File: config.mk
export PLATFORM = sky130hd
export DESIGN_NAME = slt_line_ctrl
export DESIGN_NICKNAME = d
export VERILOG_FILES = /design/src/logic/slt_pkg.sv /design/src/logic/slt_tmr_if.sv /design/src/logic/slt_line_ctrl.sv /design/src/logic/slt_timer_bank.sv
export SDC_FILE = /design/constraint.sdc
export NUM_CORES = 2
export LEC_CHECK = 0
export BUFFER_PORTS_ARGS = -buffer_cell sky130_fd_sc_hd__buf_2
export CORE_MARGIN = 1.5
export CORE_UTILIZATION = 31
export CTS_CLUSTER_DIAMETER = 150
export DETAILED_ROUTE_END_ITERATION = 6
export GPL_ROUTABILITY_DRIVEN = 0
export GPL_TIMING_DRIVEN = 0
export HOLD_SLACK_MARGIN = 0.05
export PLACE_DENSITY_LB_ADDON = 0.25
export REMOVE_ABC_BUFFERS = 1
export SYNTH_ARGS = -nofsm -noshare
export SYNTH_HDL_FRONTEND = slang
export SYNTH_HIERARCHICAL = 1
export SYNTH_SLANG_ARGS = --single-unit
File: constraint.sdc
create_clock -name clk -period 14.5 [get_ports clk]
set_input_delay 2.9 -clock clk [delete_from_list [all_inputs] [get_ports clk]]
set_output_delay 2.9 -clock clk [all_outputs]
set_load 0.05 [all_outputs]
File: src/logic/slt_pkg.sv
/*
 * slt_pkg: register map, configuration layout, codes and timing figures for the
 * serial line-control and protocol-timer block.
 * assumes: a single 100 MHz clock and a plain address/strobe register port.
 */
package slt_pkg;
   // clock and time units
   localparam int          CLK_HZ_DEF     = 100_000_000;
   localparam int          US_PER_S       = 1_000_000;
   localparam int          US_PER_MS      = 1_000;

   // register port
   localparam int          ADDR_W         = 4;
   localparam int          DATA_W         = 32;
   localparam logic [3:0]  OFF_CFG        = 4'h0;
   localparam logic [3:0]  OFF_TX_CTL     = 4'h1;
   localparam logic [3:0]  OFF_TX_DATA    = 4'h2;
   localparam logic [3:0]  OFF_STATUS     = 4'h3;
   localparam logic [3:0]  OFF_TMR_CTL    = 4'h4;
   localparam logic [3:0]  OFF_TMR_STAT   = 4'h5;
   localparam logic [3:0]  OFF_MSG_LEN    = 4'h6;
   localparam logic [3:0]  OFF_TMR_SEL    = 4'h7;
   localparam logic [3:0]  OFF_TMR_VAL    = 4'h8;
   localparam logic [3:0]  OFF_CHAR_US    = 4'h9;
   localparam logic [3:0]  OFF_CMD_CTL    = 4'ha;
   localparam logic [3:0]  OFF_CMD_STAT   = 4'hb;

   // field positions of the write-only control words
   localparam int          TX_OPEN_BIT    = 0;
   localparam int          TX_CLOSE_BIT   = 1;
   localparam int          CMD_BEGIN_BIT  = 0;
   localparam int          CMD_FINISH_BIT = 1;
   localparam int          TMR_STOP_LSB   = 8;

   // configuration enumerations
   typedef enum logic [2:0] {
      SLT_B300 = 3'h0, SLT_B600 = 3'h1, SLT_B1200 = 3'h2, SLT_B2400 = 3'h3,
      SLT_B4800 = 3'h4, SLT_B9600 = 3'h5, SLT_B19200 = 3'h6
   } slt_baud_e;
   typedef enum logic [1:0] {SLT_PAR_NONE = 2'h0, SLT_PAR_ODD = 2'h1, SLT_PAR_EVEN = 2'h2} slt_par_e;
   typedef enum logic [1:0] {SLT_TMO_NONE = 2'h0, SLT_TMO_SHORT = 2'h1, SLT_TMO_MEDIUM = 2'h2,
                             SLT_TMO_LONG = 2'h3} slt_tmo_e;
   typedef enum logic [1:0] {SLT_TAD_NONE = 2'h0, SLT_TAD_10 = 2'h1, SLT_TAD_100 = 2'h2,
                             SLT_TAD_500 = 2'h3} slt_tad_e;

   // configuration word, msb first
   typedef struct packed {
      logic [19:0] rsvd;
      slt_tad_e    tad;
      slt_tmo_e    tmo;
      logic        flow_hw;
      logic        iface485;
      logic        stop2;
      slt_par_e    parity;
      slt_baud_e   baud;
   } slt_cfg_s;
   localparam slt_cfg_s CFG_RST = '{rsvd: 20'h0, tad: SLT_TAD_NONE, tmo: SLT_TMO_LONG, flow_hw: 1'b0,
                                   iface485: 1'b0, stop2: 1'b0, parity: SLT_PAR_ODD, baud: SLT_B19200};

   // character framing
   localparam int          DATA_BITS      = 8;

   // protocol timers
   localparam int          TMR_N          = 8;
   localparam int          TMR_ONE        = 0;
   localparam int          TMR_TWO        = 1;
   localparam int          TMR_THREE      = 2;
   localparam int          TMR_THREE_EXT  = 3;
   localparam int          TMR_FOUR       = 4;
   localparam int          TMR_FIVE       = 5;
   localparam int          TMR_FIVE_EXT   = 6;
   localparam int          TMR_FIVE_LONG  = 7;
   localparam int          T1_MS          = 5;
   localparam int          T4_MS          = 50;
   localparam int          T2_SHORT_MS    = 500;
   localparam int          T2_MEDIUM_S    = 1;
   localparam int          T2_LONG_S      = 2;
   localparam int          T3B_SHORT_S    = 5;
   localparam int          T3B_LONG_S     = 10;
   localparam int          T5_SHORT_S     = 2;
   localparam int          T5_MEDIUM_S    = 5;
   localparam int          EXT_CHARS      = 80;
   localparam int          T3_EXTRA_S     = 65;
   localparam int          TX_DELAY_S     = 0;
   localparam int          TAD_10_MS      = 10;
   localparam int          TAD_100_MS     = 100;
   localparam int          TAD_500_MS     = 500;
   localparam logic [31:0] TMR_DISABLED   = 32'hffff_ffff;

   // host command request
   localparam int          CMD_TIMEOUT_S  = 30;
   localparam logic [15:0] CMD_ST_IDLE    = 16'h0000;
   localparam logic [15:0] CMD_ST_BUSY    = 16'h0001;
   localparam logic [15:0] CMD_ST_OK      = 16'h0002;
   localparam logic [15:0] CMD_ST_TIMEOUT = 16'h00e1;
endpackage

File: src/logic/slt_tmr_if.sv
/*
 * slt_tmr_if: start/stop strobes, load values and expiry status between the
 * line controller and its protocol timer bank.
 * assumes: one clock; tick is a one-cycle pulse once per microsecond.
 */
`timescale 1ns/100ps
interface slt_tmr_if #(parameter int N = 8);
   logic                tick;
   logic [N-1:0]        start;
   logic [N-1:0]        stop;
   logic [N-1:0][31:0]  load;
   logic [N-1:0]        disabled;
   logic [N-1:0]        expired;
   logic [N-1:0]        running;

   modport bank (input tick, start, stop, load, disabled, output expired, running);
   modport ctrl (output tick, start, stop, load, disabled, input expired, running);
endinterface

File: src/logic/slt_line_ctrl.sv
/*
 * slt_line_ctrl: line settings, transmit keying (RTS/CTS), DTR/DCD handling,
 * protocol timer values and the host command request watchdog of one port.
 * assumes: a plain register port on clk; cts and dcd arrive unsynchronised.
 */
// The address map and the address-and-strobe port were chosen for this implementation.
`timescale 1ns/100ps
//Contract
//- line rate selectable among seven bauds 300..19200; 19200 after reset.
//- per-port RS-485 or RS-232 selection decides how the line is driven.
//- on the smaller variant port 1 is always RS-232.
//- flow control is NONE or HARDWARE and picks the modem-line behaviour.
//- no hardware handshake when the port runs RS-485.
//- NONE: RTS high through turnaround and sending, dropped when last char ends.
//- NONE: RTS held for the turnaround delay before the first character.
//- turnaround delay none, 10, 100 or 500 ms; none after reset.
//- HARDWARE: RTS raised at start; characters wait for CTS from remote.
//- HARDWARE: RTS dropped right after the last character is sent.
//- HARDWARE: turnaround delay does not time RTS; it extends protocol timers.
//- incoming DCD is the remote asking the receiver to get ready.
//- DTR is driven high from start-up and never dropped.
//- timer_one..timer_five loaded per timeout choice as tabled.
//- timer_three is base minus 80 chars; extended adds 65 s.
//- timer_five_ext adds 80 chars; timer_five_long adds delay and two messages.
//- transmission delay is 0 s for every timeout choice, settable.
//- host command request aborted after 30 s with a timeout status code.
module slt_line_ctrl
   import slt_pkg::*;
#(
   parameter int CLK_HZ         = slt_pkg::CLK_HZ_DEF,
   parameter bit SMALL_VARIANT  = 1'b0,
   parameter int PORT_NUM       = 1,
   parameter int TX_DELAY_US    = slt_pkg::TX_DELAY_S * slt_pkg::US_PER_S,
   parameter int CMD_TIMEOUT_US = slt_pkg::CMD_TIMEOUT_S * slt_pkg::US_PER_S
) (
   // clock and reset
   input  wire logic                      clk,
   input  wire logic                      rst_n,
   // register port
   input  wire logic [slt_pkg::ADDR_W-1:0] addr,
   input  wire logic [slt_pkg::DATA_W-1:0] wdata,
   input  wire logic                      wr,
   input  wire logic                      rd,
   output      logic [slt_pkg::DATA_W-1:0] rdata,
   // serial line
   output      logic                      td,
   output      logic                      td_oe,
   output      logic                      rts,
   input  wire logic                      cts,
   input  wire logic                      dcd,
   output      logic                      dtr,
   output      logic                      rx_en
);
   import slt_pkg::*;

   localparam int US_CYC = CLK_HZ / US_PER_S;

   typedef enum logic [1:0] {
      SLT_TX_IDLE = 2'b00,
      SLT_TX_KEY  = 2'b01,
      SLT_TX_SEND = 2'b11
   } slt_tx_e;

   typedef struct packed {
      slt_cfg_s                cfg;
      logic [11:0]             msg_len;
      logic [2:0]              tsel;
      slt_tx_e                 st;
      logic [1:0]              cts_q;
      logic [1:0]              dcd_q;
      logic [31:0]             wait_us;
      logic                    close_req;
      logic                    hold_full;
      logic [7:0]              hold;
      logic [11:0]             frame;
      logic [3:0]              bits_left;
      logic [31:0]             baud_cnt;
      logic [6:0]              us_cnt;
      logic                    tick;
      logic [TMR_N-1:0]        tstart;
      logic [TMR_N-1:0]        tstop;
      logic                    cmd_busy;
      logic [31:0]             cmd_us;
      logic [15:0]             cmd_word;
      logic [DATA_W-1:0]       rdata;
      logic                    rts;
      logic                    dtr;
      logic                    td;
      logic                    td_oe;
      logic                    rx_en;
   } slt_state_s;

   slt_state_s q;
   slt_state_s next_q;

   slt_tmr_if #(.N(TMR_N)) tmr ();

   slt_timer_bank #(.N(TMR_N)) u_bank (
      .clk   (clk),
      .rst_n (rst_n),
      .tmr   (tmr.bank)
   );

   // bit time in microseconds, rounded up
   function automatic logic [31:0] bit_us(input slt_baud_e b);
      case (b)
         SLT_B300:   bit_us = 32'(US_PER_S / 300 + 1);
         SLT_B600:   bit_us = 32'(US_PER_S / 600 + 1);
         SLT_B1200:  bit_us = 32'(US_PER_S / 1200 + 1);
         SLT_B2400:  bit_us = 32'(US_PER_S / 2400 + 1);
         SLT_B4800:  bit_us = 32'(US_PER_S / 4800 + 1);
         SLT_B9600:  bit_us = 32'(US_PER_S / 9600 + 1);
         default:    bit_us = 32'(US_PER_S / 19200 + 1);
      endcase
   endfunction

   // clock cycles per bit
   function automatic logic [31:0] bit_cyc(input slt_baud_e b);
      case (b)
         SLT_B300:   bit_cyc = 32'(CLK_HZ / 300);
         SLT_B600:   bit_cyc = 32'(CLK_HZ / 600);
         SLT_B1200:  bit_cyc = 32'(CLK_HZ / 1200);
         SLT_B2400:  bit_cyc = 32'(CLK_HZ / 2400);
         SLT_B4800:  bit_cyc = 32'(CLK_HZ / 4800);
         SLT_B9600:  bit_cyc = 32'(CLK_HZ / 9600);
         default:    bit_cyc = 32'(CLK_HZ / 19200);
      endcase
   endfunction

   function automatic logic [31:0] ms_to_us(input int ms);
      ms_to_us = 32'(ms * US_PER_MS);
   endfunction

   function automatic logic [31:0] s_to_us(input int s);
      s_to_us = 32'(s * US_PER_S);
   endfunction

   // effective line settings
   logic        eff_485;
   logic        eff_hw;
   logic [3:0]  char_bits;
   logic [31:0] char_us;
   logic [31:0] ext_us;
   logic [31:0] tad_us;
   logic [31:0] extra_us;
   logic [31:0] t2_us;
   logic [31:0] t3b_us;
   logic [31:0] t5_us;
   logic        cts_ok;
   logic        send_done;
   logic        par_bit;

   always_comb begin
      eff_485   = q.cfg.iface485 && !(SMALL_VARIANT && PORT_NUM == 1);
      eff_hw    = q.cfg.flow_hw && !eff_485;
      char_bits = 4'(1 + DATA_BITS) + ((q.cfg.parity != SLT_PAR_NONE) ? 4'h1 : 4'h0)
                  + (q.cfg.stop2 ? 4'h2 : 4'h1);
      char_us   = 32'(char_bits) * bit_us(q.cfg.baud);
      ext_us    = 32'(EXT_CHARS) * char_us;
      case (q.cfg.tad)
         SLT_TAD_10:  tad_us = ms_to_us(TAD_10_MS);
         SLT_TAD_100: tad_us = ms_to_us(TAD_100_MS);
         SLT_TAD_500: tad_us = ms_to_us(TAD_500_MS);
         default:     tad_us = 32'h0;
      endcase
      extra_us = eff_hw ? tad_us : 32'h0;
      case (q.cfg.tmo)
         SLT_TMO_SHORT: begin
            t2_us  = ms_to_us(T2_SHORT_MS);
            t3b_us = s_to_us(T3B_SHORT_S);
            t5_us  = s_to_us(T5_SHORT_S);
         end
         SLT_TMO_MEDIUM: begin
            t2_us  = s_to_us(T2_MEDIUM_S);
            t3b_us = s_to_us(T3B_LONG_S);
            t5_us  = s_to_us(T5_MEDIUM_S);
         end
         SLT_TMO_LONG: begin
            t2_us  = s_to_us(T2_LONG_S);
            t3b_us = s_to_us(T3B_LONG_S);
            t5_us  = TMR_DISABLED;
         end
         default: begin
            t2_us  = s_to_us(T2_LONG_S);
            t3b_us = TMR_DISABLED;
            t5_us  = TMR_DISABLED;
         end
      endcase
      par_bit = (q.cfg.parity == SLT_PAR_ODD) ? ~^q.hold : ^q.hold;
   end

   // protocol timer load values
   always_comb begin
      tmr.load[TMR_ONE]  = ms_to_us(T1_MS) + extra_us;
      tmr.load[TMR_TWO]  = t2_us + extra_us;
      tmr.load[TMR_FOUR] = ms_to_us(T4_MS) + extra_us;
      tmr.load[TMR_THREE]     = t3b_us - ext_us + extra_us;
      tmr.load[TMR_THREE_EXT] = t3b_us - ext_us + s_to_us(T3_EXTRA_S) + extra_us;
      tmr.load[TMR_FIVE]      = t5_us + extra_us;
      tmr.load[TMR_FIVE_EXT]  = t5_us + ext_us + extra_us;
      tmr.load[TMR_FIVE_LONG] = t5_us + 32'(TX_DELAY_US) + 32'h2 * (32'(q.msg_len) * char_us)
                                + extra_us;
      tmr.disabled = '0;
      tmr.disabled[TMR_THREE]     = (t3b_us == TMR_DISABLED);
      tmr.disabled[TMR_THREE_EXT] = (t3b_us == TMR_DISABLED);
      tmr.disabled[TMR_FIVE]      = (t5_us == TMR_DISABLED);
      tmr.disabled[TMR_FIVE_EXT]  = (t5_us == TMR_DISABLED);
      tmr.disabled[TMR_FIVE_LONG] = (t5_us == TMR_DISABLED);
   end

   assign tmr.tick  = q.tick;
   assign tmr.start = q.tstart;
   assign tmr.stop  = q.tstop;

   always_comb begin
      next_q        = q;
      next_q.cts_q  = {q.cts_q[0], cts};
      next_q.dcd_q  = {q.dcd_q[0], dcd};
      next_q.tstart = '0;
      next_q.tstop  = '0;
      next_q.rdata  = '0;
      next_q.dtr    = 1'b1;
      next_q.rx_en  = q.dcd_q[1];
      cts_ok        = !eff_hw || q.cts_q[1];
      send_done     = (q.bits_left == 4'h0);

      // microsecond tick
      next_q.tick = 1'b0;
      if (q.us_cnt >= 7'(US_CYC - 1)) begin
         next_q.us_cnt = 7'h0;
         next_q.tick   = 1'b1;
      end else begin
         next_q.us_cnt = q.us_cnt + 7'h1;
      end

      // register writes
      if (wr) begin
         case (addr)
            OFF_CFG:     next_q.cfg = slt_cfg_s'({20'h0, wdata[11:0]});
            OFF_TX_CTL:  if (wdata[TX_CLOSE_BIT]) next_q.close_req = 1'b1;
            OFF_TX_DATA: if (!q.hold_full) begin
               next_q.hold      = wdata[7:0];
               next_q.hold_full = 1'b1;
            end
            OFF_TMR_CTL: begin
               next_q.tstart = wdata[TMR_N-1:0];
               next_q.tstop  = wdata[TMR_STOP_LSB +: TMR_N];
            end
            OFF_MSG_LEN: next_q.msg_len = wdata[11:0];
            OFF_TMR_SEL: next_q.tsel = wdata[2:0];
            OFF_CMD_CTL: begin
               if (wdata[CMD_BEGIN_BIT]) begin
                  next_q.cmd_busy = 1'b1;
                  next_q.cmd_us   = 32'h0;
                  next_q.cmd_word = CMD_ST_BUSY;
               end else if (wdata[CMD_FINISH_BIT] && q.cmd_busy) begin
                  next_q.cmd_busy = 1'b0;
                  next_q.cmd_word = CMD_ST_OK;
               end
            end
            default: ;
         endcase
      end

      // command request watchdog; expiry wins over a finish in the same cycle
      if (q.cmd_busy && q.tick) begin
         if (q.cmd_us >= 32'(CMD_TIMEOUT_US - 1)) begin
            next_q.cmd_busy = 1'b0;
            next_q.cmd_word = CMD_ST_TIMEOUT;
         end else begin
            next_q.cmd_us = q.cmd_us + 32'h1;
         end
      end

      // transmit sequencing
      case (q.st)
         SLT_TX_IDLE: begin
            next_q.close_req = 1'b0;
            if (wr && addr == OFF_TX_CTL && wdata[TX_OPEN_BIT]) begin
               next_q.st      = SLT_TX_KEY;
               next_q.rts     = 1'b1;
               next_q.wait_us = eff_hw ? 32'h0 : tad_us;
            end
         end
         SLT_TX_KEY: begin
            if (q.wait_us != 32'h0) begin
               if (q.tick) next_q.wait_us = q.wait_us - 32'h1;
            end else if (cts_ok) begin
               next_q.st = SLT_TX_SEND;
            end
         end
         SLT_TX_SEND: begin
            if (!send_done) begin
               if (q.baud_cnt >= bit_cyc(q.cfg.baud) - 32'h1) begin
                  next_q.baud_cnt  = 32'h0;
                  next_q.bits_left = q.bits_left - 4'h1;
                  next_q.frame     = {1'b1, q.frame[11:1]};
                  next_q.td        = q.frame[1];
                  if (q.bits_left == 4'h1) next_q.td = 1'b1;
               end else begin
                  next_q.baud_cnt = q.baud_cnt + 32'h1;
               end
            end else if (q.hold_full && cts_ok) begin
               next_q.hold_full = 1'b0;
               next_q.baud_cnt  = 32'h0;
               next_q.bits_left = char_bits;
               next_q.frame     = (q.cfg.parity == SLT_PAR_NONE) ? {3'b111, q.hold, 1'b0}
                                                                : {2'b11, par_bit, q.hold, 1'b0};
               next_q.td        = 1'b0;
            end else if (q.close_req && !q.hold_full) begin
               next_q.st  = SLT_TX_IDLE;
               next_q.rts = 1'b0;
            end
         end
         default: begin
            next_q.st  = SLT_TX_IDLE;
            next_q.rts = 1'b0;
         end
      endcase
      if (q.st != SLT_TX_SEND && q.st != SLT_TX_IDLE && q.close_req && !q.hold_full) begin
         next_q.st  = SLT_TX_IDLE;
         next_q.rts = 1'b0;
      end

      next_q.td_oe = eff_485 ? next_q.rts : 1'b1;

      // register reads
      if (rd) begin
         case (addr)
            OFF_CFG:      next_q.rdata = DATA_W'(q.cfg);
            OFF_STATUS:   next_q.rdata = {24'h0, q.cmd_busy, eff_hw, eff_485, q.st != SLT_TX_IDLE,
                                          q.hold_full, q.dcd_q[1], q.cts_q[1], q.rts};
            OFF_TMR_STAT: next_q.rdata = {16'h0, tmr.running, tmr.expired};
            OFF_MSG_LEN:  next_q.rdata = {20'h0, q.msg_len};
            OFF_TMR_SEL:  next_q.rdata = {29'h0, q.tsel};
            OFF_TMR_VAL:  next_q.rdata = tmr.disabled[q.tsel] ? TMR_DISABLED : tmr.load[q.tsel];
            OFF_CHAR_US:  next_q.rdata = char_us;
            OFF_CMD_STAT: next_q.rdata = {16'h0, q.cmd_word};
            default:      next_q.rdata = '0;
         endcase
      end
   end

   always_ff @(posedge clk) begin
      if (!rst_n) begin
         q           <= '0;
         q.cfg       <= CFG_RST;
         q.st        <= SLT_TX_IDLE;
         q.td        <= 1'b1;
         q.td_oe     <= 1'b1;
         q.dtr       <= 1'b1;
         q.cmd_word  <= CMD_ST_IDLE;
      end else begin
         q <= next_q;
      end
   end

   assign rdata = q.rdata;
   assign td    = q.td;
   assign td_oe = q.td_oe;
   assign rts   = q.rts;
   assign dtr   = q.dtr;
   assign rx_en = q.rx_en;
endmodule

File: src/logic/slt_timer_bank.sv
/*
 * slt_timer_bank: N microsecond countdown timers with sticky expiry flags.
 * assumes: start and stop are one-cycle strobes from the same clock.
 */
`timescale 1ns/100ps
module slt_timer_bank #(
   parameter int N = 8
) (
   // clock and reset
   input wire logic clk,
   input wire logic rst_n,
   // timer control
   slt_tmr_if.bank  tmr
);
   typedef struct packed {
      logic [N-1:0][31:0] cnt;
      logic [N-1:0]       running;
      logic [N-1:0]       expired;
   } slt_bank_s;

   slt_bank_s q;
   slt_bank_s next_q;

   always_comb begin
      next_q = q;
      for (int i = 0; i < N; i++) begin
         if (tmr.start[i]) begin
            next_q.cnt[i]     = tmr.load[i];
            next_q.running[i] = 1'b1;
            next_q.expired[i] = 1'b0;
         end else if (tmr.stop[i]) begin
            next_q.running[i] = 1'b0;
         end else if (q.running[i] && tmr.tick && !tmr.disabled[i]) begin
            if (q.cnt[i] <= 32'h1) begin
               next_q.cnt[i]     = 32'h0;
               next_q.running[i] = 1'b0;
               next_q.expired[i] = 1'b1;
            end else begin
               next_q.cnt[i] = q.cnt[i] - 32'h1;
            end
         end
      end
   end

   always_ff @(posedge clk) begin
      if (!rst_n) begin
         q <= '0;
      end else begin
         q <= next_q;
      end
   end

   assign tmr.expired = q.expired;
   assign tmr.running = q.running;
endmodule

Yosys cells after proc, flatten, opt, wreduce, memory -nomap -nowiden
Cells that the tools add are included.

word-level totals
  register bits after elaboration = 505
  output and inout port bits = 37
  word-level logic and storage cells = 398
  input bits = 42

operators by class
  bitwise gates (word level) = 10
  multiply operators = 3
  equality and inequality tests = 46
  add/sub/neg operators = 28
  order comparisons = 12
  reductions and logical operators = 113
  multiplexer cells = 130

operator list
  operator                                                          count
  2-to-1 mux 32 bit                                                 44
  subtractor 32 x 1 -> 32 bit (second input constant)               10
  adder 32 bit                                                      8
  less-or-equal comparator 32 x 1 -> 1 bit (second input constant)  8
  case mux 32 bit (8 select lines)                                  1
  case mux 32 bit (2 select lines)                                  3
  case mux 19 bit (6 select lines)                                  1
  2-to-1 mux 49 bit                                                 2
  binary-select mux 32 bit (select 3 bit)                           1
  2-to-1 mux 48 bit                                                 2
  2-to-1 mux 16 bit                                                 5
  case mux 12 bit (6 select lines)                                  1
  2-to-1 mux 65 bit                                                 1
  adder 32 x 1 -> 32 bit (second input constant)                    2
  equality test 32 bit (second input constant)                      2
  case mux 19 bit (3 select lines)                                  1
  2-to-1 mux 1 bit                                                  53
  nonzero test 3 bit                                                16
  AND reduction 2 bit                                               22
  case mux 21 bit (2 select lines)                                  1
  AND reduction 3 bit                                               12
  adder 13 x 32 -> 32 bit (first input constant)                    1
  adder 16 x 32 -> 32 bit (first input constant)                    1
  adder 32 x 26 -> 32 bit (second input constant)                   1
  other kinds (44)                                                  143

Longest topological paths before layout
  depth in word-level cells = 13
  mapped depth = 51
  mapped depth without buffers = 48

By module
The synthesis kept the hierarchy.

by module, submodules not included
  module          sequential area each (um^2)  area an instance (um^2)  instances  cells each
  slt_line_ctrl   4624.4                       27896.8                  1          3449
  slt_timer_bank  5445.2                       15173.3                  1          1965

Worst setup path after synthesis
Ideal clock, no wire load.

  kind = register to register
  from = register q[222] (netlist name)
  to = register q (netlist bit rdata[29])
  arrival time = 10849 ps
  path buffers = 3
  library setup time = 120 ps
  clock period less this slack = 10969 ps
  data required time = 14380 ps
  slack = 3531 ps
  stages on the path, launching flop included = 48
  cells stage by stage = dfxtp_1 > clkbuf_1 > nand2b_1 > clkbuf_1 > nand2_1 > inv_1 > nor2_1 > or3_1 > fa_1 > fa_1 > inv_1 > ha_1 > a21o_1 > a21oi_1 > o21bai_1 > a211o_1 > nand3_1 > nand4_1 > (+12 left out) > inv_1 > ha_1 > or3_1 > o211ai_1 > o21ai_0 > a211oi_1 > nor2_1 > ha_1 > ha_1 > nand3_1 > a211o_1 > a31oi_1 > o41a_1 > a21o_1 > a21oi_1 > xnor2_1 > a22o_1 > o31a_1

RTL lines
  item                  line                  text
  to (signal assigned)  slt_line_ctrl.sv:354  q <= next_q;
  to (decl)             slt_line_ctrl.sv:93   slt_state_s q;

==> results.md <==
- Total GRT Usage: 19.57%
- CP max stage delay: ~0.69 ns
- Final Max Slew Viols: 15
- First-pass GRT wire length: roughly 220,000 um
- Synth cell types: 110
- Clk_lat worst skew: approximately 0.72 ns
- Crit Path Max Fanout: 17
- CTS buffer count: 60
- Flops & latches, synth: ~500
- Most frequent cell after synthesis: nand2_1
- Top cells by area, synth: dfxtp_1, ha_1, fa_1, xnor2_1, nand2_1
- Yosys warning count: 6
- Largest net degree at the start of global routing: slightly below 80
- Maximum vdd drop: around 0.00023 V
- Sequential fraction of the synthesis area: about a quarter
- Port-buffer cells: slightly above 60
- Initial Util: a little under a third
- Fin nets: roughly 6,000
- Clock Skew: 0.05255 ns
- Sw Ratio: around 49%
- Least-Margin Pin Slew: 1.613 ns
- CTS tree: built
- Combinational fraction of design power: about three fifths
- Status: finished, violations left
- Total Wirelength: 141,600 um
- Synth top cells by count: nand2_1, dfxtp_1, nor2_1
- Post-synth top area share: a little under a quarter
- Postcts setup bufs: 0
- Share of synthesized registers carrying an async set or reset: 0%
- Clock sinks: just over 500
- Die Width: approximately 380 um
- Clock Power Share: 20.4%
- Final hold violations: 0
- RSZ-0062 raised after global routing: no
- Non-filler instance count after layout: 7,213
- Routed vias: 38,700
- Worst EP required: roughly 15 ns
- Die height: around 380 um
- Ys flop type: dfxtp_1
- P_sw: a little under 4 mW
- Clock buffer depth: 3
- Critical Path AT: about 14 ns
- Cell taking the most area after synthesis: dfxtp_1
- H-tree depth: 2
- Final instance area: 0.04752 mm^2
- P&R area growth vs syn: 10.33%
- DR WL/cell: 19.63 um
- Vias in the first global route: 36,680
- Critical Path End Type: flop
- DRC Markers: 5
- Grt total ovfl: 0
- I/O pin cnt: 79
- Vias per cell: about 5.4
- Post-cts sizing count: 0
- Crit path kind: flop to flop
- Min-Delay Path Class: flop to flop
- TritonRoute pass-1 iters: 7
- Setup violations, final: 0
- Post-Syn Area: between 0.04 and 0.05 mm^2
- CP dominant cell by count: fa_1
- Initial DRC Count: between 3,000 and 4,000
- Cell row count: 136
- Final min period: around 13 ns
- Max Clock Freq: roughly 77 MHz
- Initial antenna violation count: 17
- Crit path launch type: flop
- Post-synth EDFFs: 0
- CTS clk-pin slew, worst paths: about 0.060 ns
- Detail Route Antenna Nets: 0
- Share of cells above drive strength 1: between 6 and 7%
- Final worst setup slack: about 1.5 ns
- Failing checks: DRC, capacitance limit, slew limit
- Detailed-placement wirelength estimate: between 100,000 and 150,000 um
- Pre-CTS setup slack: between 1.5 and 2 ns
- Tot Pwr: around 8 mW
- Cell Area, Placed: roughly 0.045 mm^2
- Final period utilization: 89.87%
- P_int: around 4.1 mW
- Max-Cap Viols: 1
- Hold buffers post-CTS: 0
- Die area: ~0.14 mm^2
- Worst slew margin: -7.950%
- Syn_area_per_cell: between 7 and 8 um^2
- P_leak: 19.95 nW
- Max stage delay cell, worst path: dfxtp_1
- Cells after synthesis: ~5,400
- Sequential Power Share: a little under a fifth
- Power Dens Cells: around 170 mW/mm^2
- CTS Root Cell: clkbuf_16
- Area of the core: 0.1377 mm^2
- Post-Route Setup TNS: 0 ns
- Placed cell count: between 7,000 and 8,000
[cells by family (layout without fill, tap and decap cells)]
kind of cell | count (synthesis) | count (layout) | share of synthesized area (%)
adders and majority gates | 549 | 549 | 19.43
and+or+nand+nor | 2050 | 2050 | 23.50
other | 2 | 65 | 0.01744
AOI/OAI and AO/OA | 1170 | 1170 | 17.00
xor gates and xnor gates | 395 | 395 | 8.050
DFF | 503 | 503 | 23.38
buffers and inverters | 675 | 617 | 6.374
muxes | 70 | 70 | 2.243
[path summary, 6_finish.rpt]
path / from / end / slack, ns / cells after the start
hold reg to reg: next_q[201] / next_q[0] / 0.43 / 1
setup / recovery: q[222] / rdata[30] / 1.47 / 44
hold / removal: next_q[201] / next_q[0] / 0.43 / 1
setup reg to reg: q[222] / rdata[30] / 1.47 / 44
[layout by cell type, fill, tap and decap left out, drive strengths merged, types with 19 or more instances in the layout]
| cell type | count |
|---|---|
| inv | 414 |
| a22oi | 23 |
| nand4 | 47 |
| nor2 | 466 |
| mux4 | 19 |
| nand3b | 19 |
| and3 | 49 |
| and2 | 141 |
| fa | 200 |
| o21a | 41 |
| clkbuf | 82 |
| dfxtp | 503 |
| a21oi | 323 |
| xor2 | 106 |
| nor3 | 171 |
| or2 | 33 |
| o21ai | 361 |
| nor4 | 89 |
| nand2b | 69 |
| a21o | 59 |
| buf | 97 |
| nand2 | 622 |
| nand3 | 119 |
| a31oi | 49 |
| a221oi | 23 |
| ha | 349 |
| o21bai | 28 |
| nor2b | 30 |
| mux2 | 19 |
| or4 | 48 |
| mux2i | 32 |
| o31ai | 19 |
| a211oi | 29 |
| o211ai | 26 |
| or3 | 85 |
| xnor2 | 289 |
| conb | 64 |
| o22ai | 20 |
[worst max-delay path, delay by kind of cell (launching register included)]
kind | cells | cell delay (ns)
and+or+nand+nor | 8 | 1.83
xor gates and xnor gates | 3 | 0.90
adders and majority gates | 11 | 5.12
AOI/OAI and AO/OA | 15 | 3.65
buffers and inverters | 7 | 0.64
DFF | 1 | 0.69
[area by class of cell]
cell class / instances / area, um^2
fill: 14510 / 90140
timing repair buffer: 97 / 873.3
inverter: 408 / 1538
tap: 1794 / 2245
antenna: 1 / 2.502
multi-input combinational: 4298 / 30690
clock inverter: 30 / 370.4
sequential: 503 / 10070
clock buffer: 82 / 1724
[per-stage QoR]
step	util (%)	hold slack [ns]
3_3_place_gp	32.43	0.4128
3_5_place_dp	32.98	0.4209
4_1_cts	34.50	0.4367
6_report	34.52	0.4348
5_1_grt	34.52	0.4786
2_1_floorplan	-	0.4118
[flip-flops by register name, indices dropped and copies added, names as in the netlist, 3 cells and up]
signal	cells
next_q	3
q	174
rdata	32
tmr.start	8
tmr.stop	8
u_bank/q	256
u_bank/tmr.expired	8
u_bank/tmr.running	8
[power groups by stage]
stage | Clock, mW | Combinational [mW] | Sequential, mW
2_1_floorplan | 0 | 3.25 | 1.49
3_3_place_gp | 0 | 4.71 | 1.50
3_5_place_dp | 0 | 4.74 | 1.50
4_1_cts | 1.67 | 4.79 | 1.47
5_1_grt | 1.72 | 5.23 | 1.48
6_report | 1.62 | 4.84 | 1.47
[per-layer routing]
metal  vias up  wire (um)  GRT usage, %
met3       219       9576         3.367
met5         -         75             0
met2      1086      62400         30.95
met1     18750      64860         26.80
met4        12       4719         6.508
li1      18630          -             -
No activity file was read; power rests on OpenSTA's default activity.
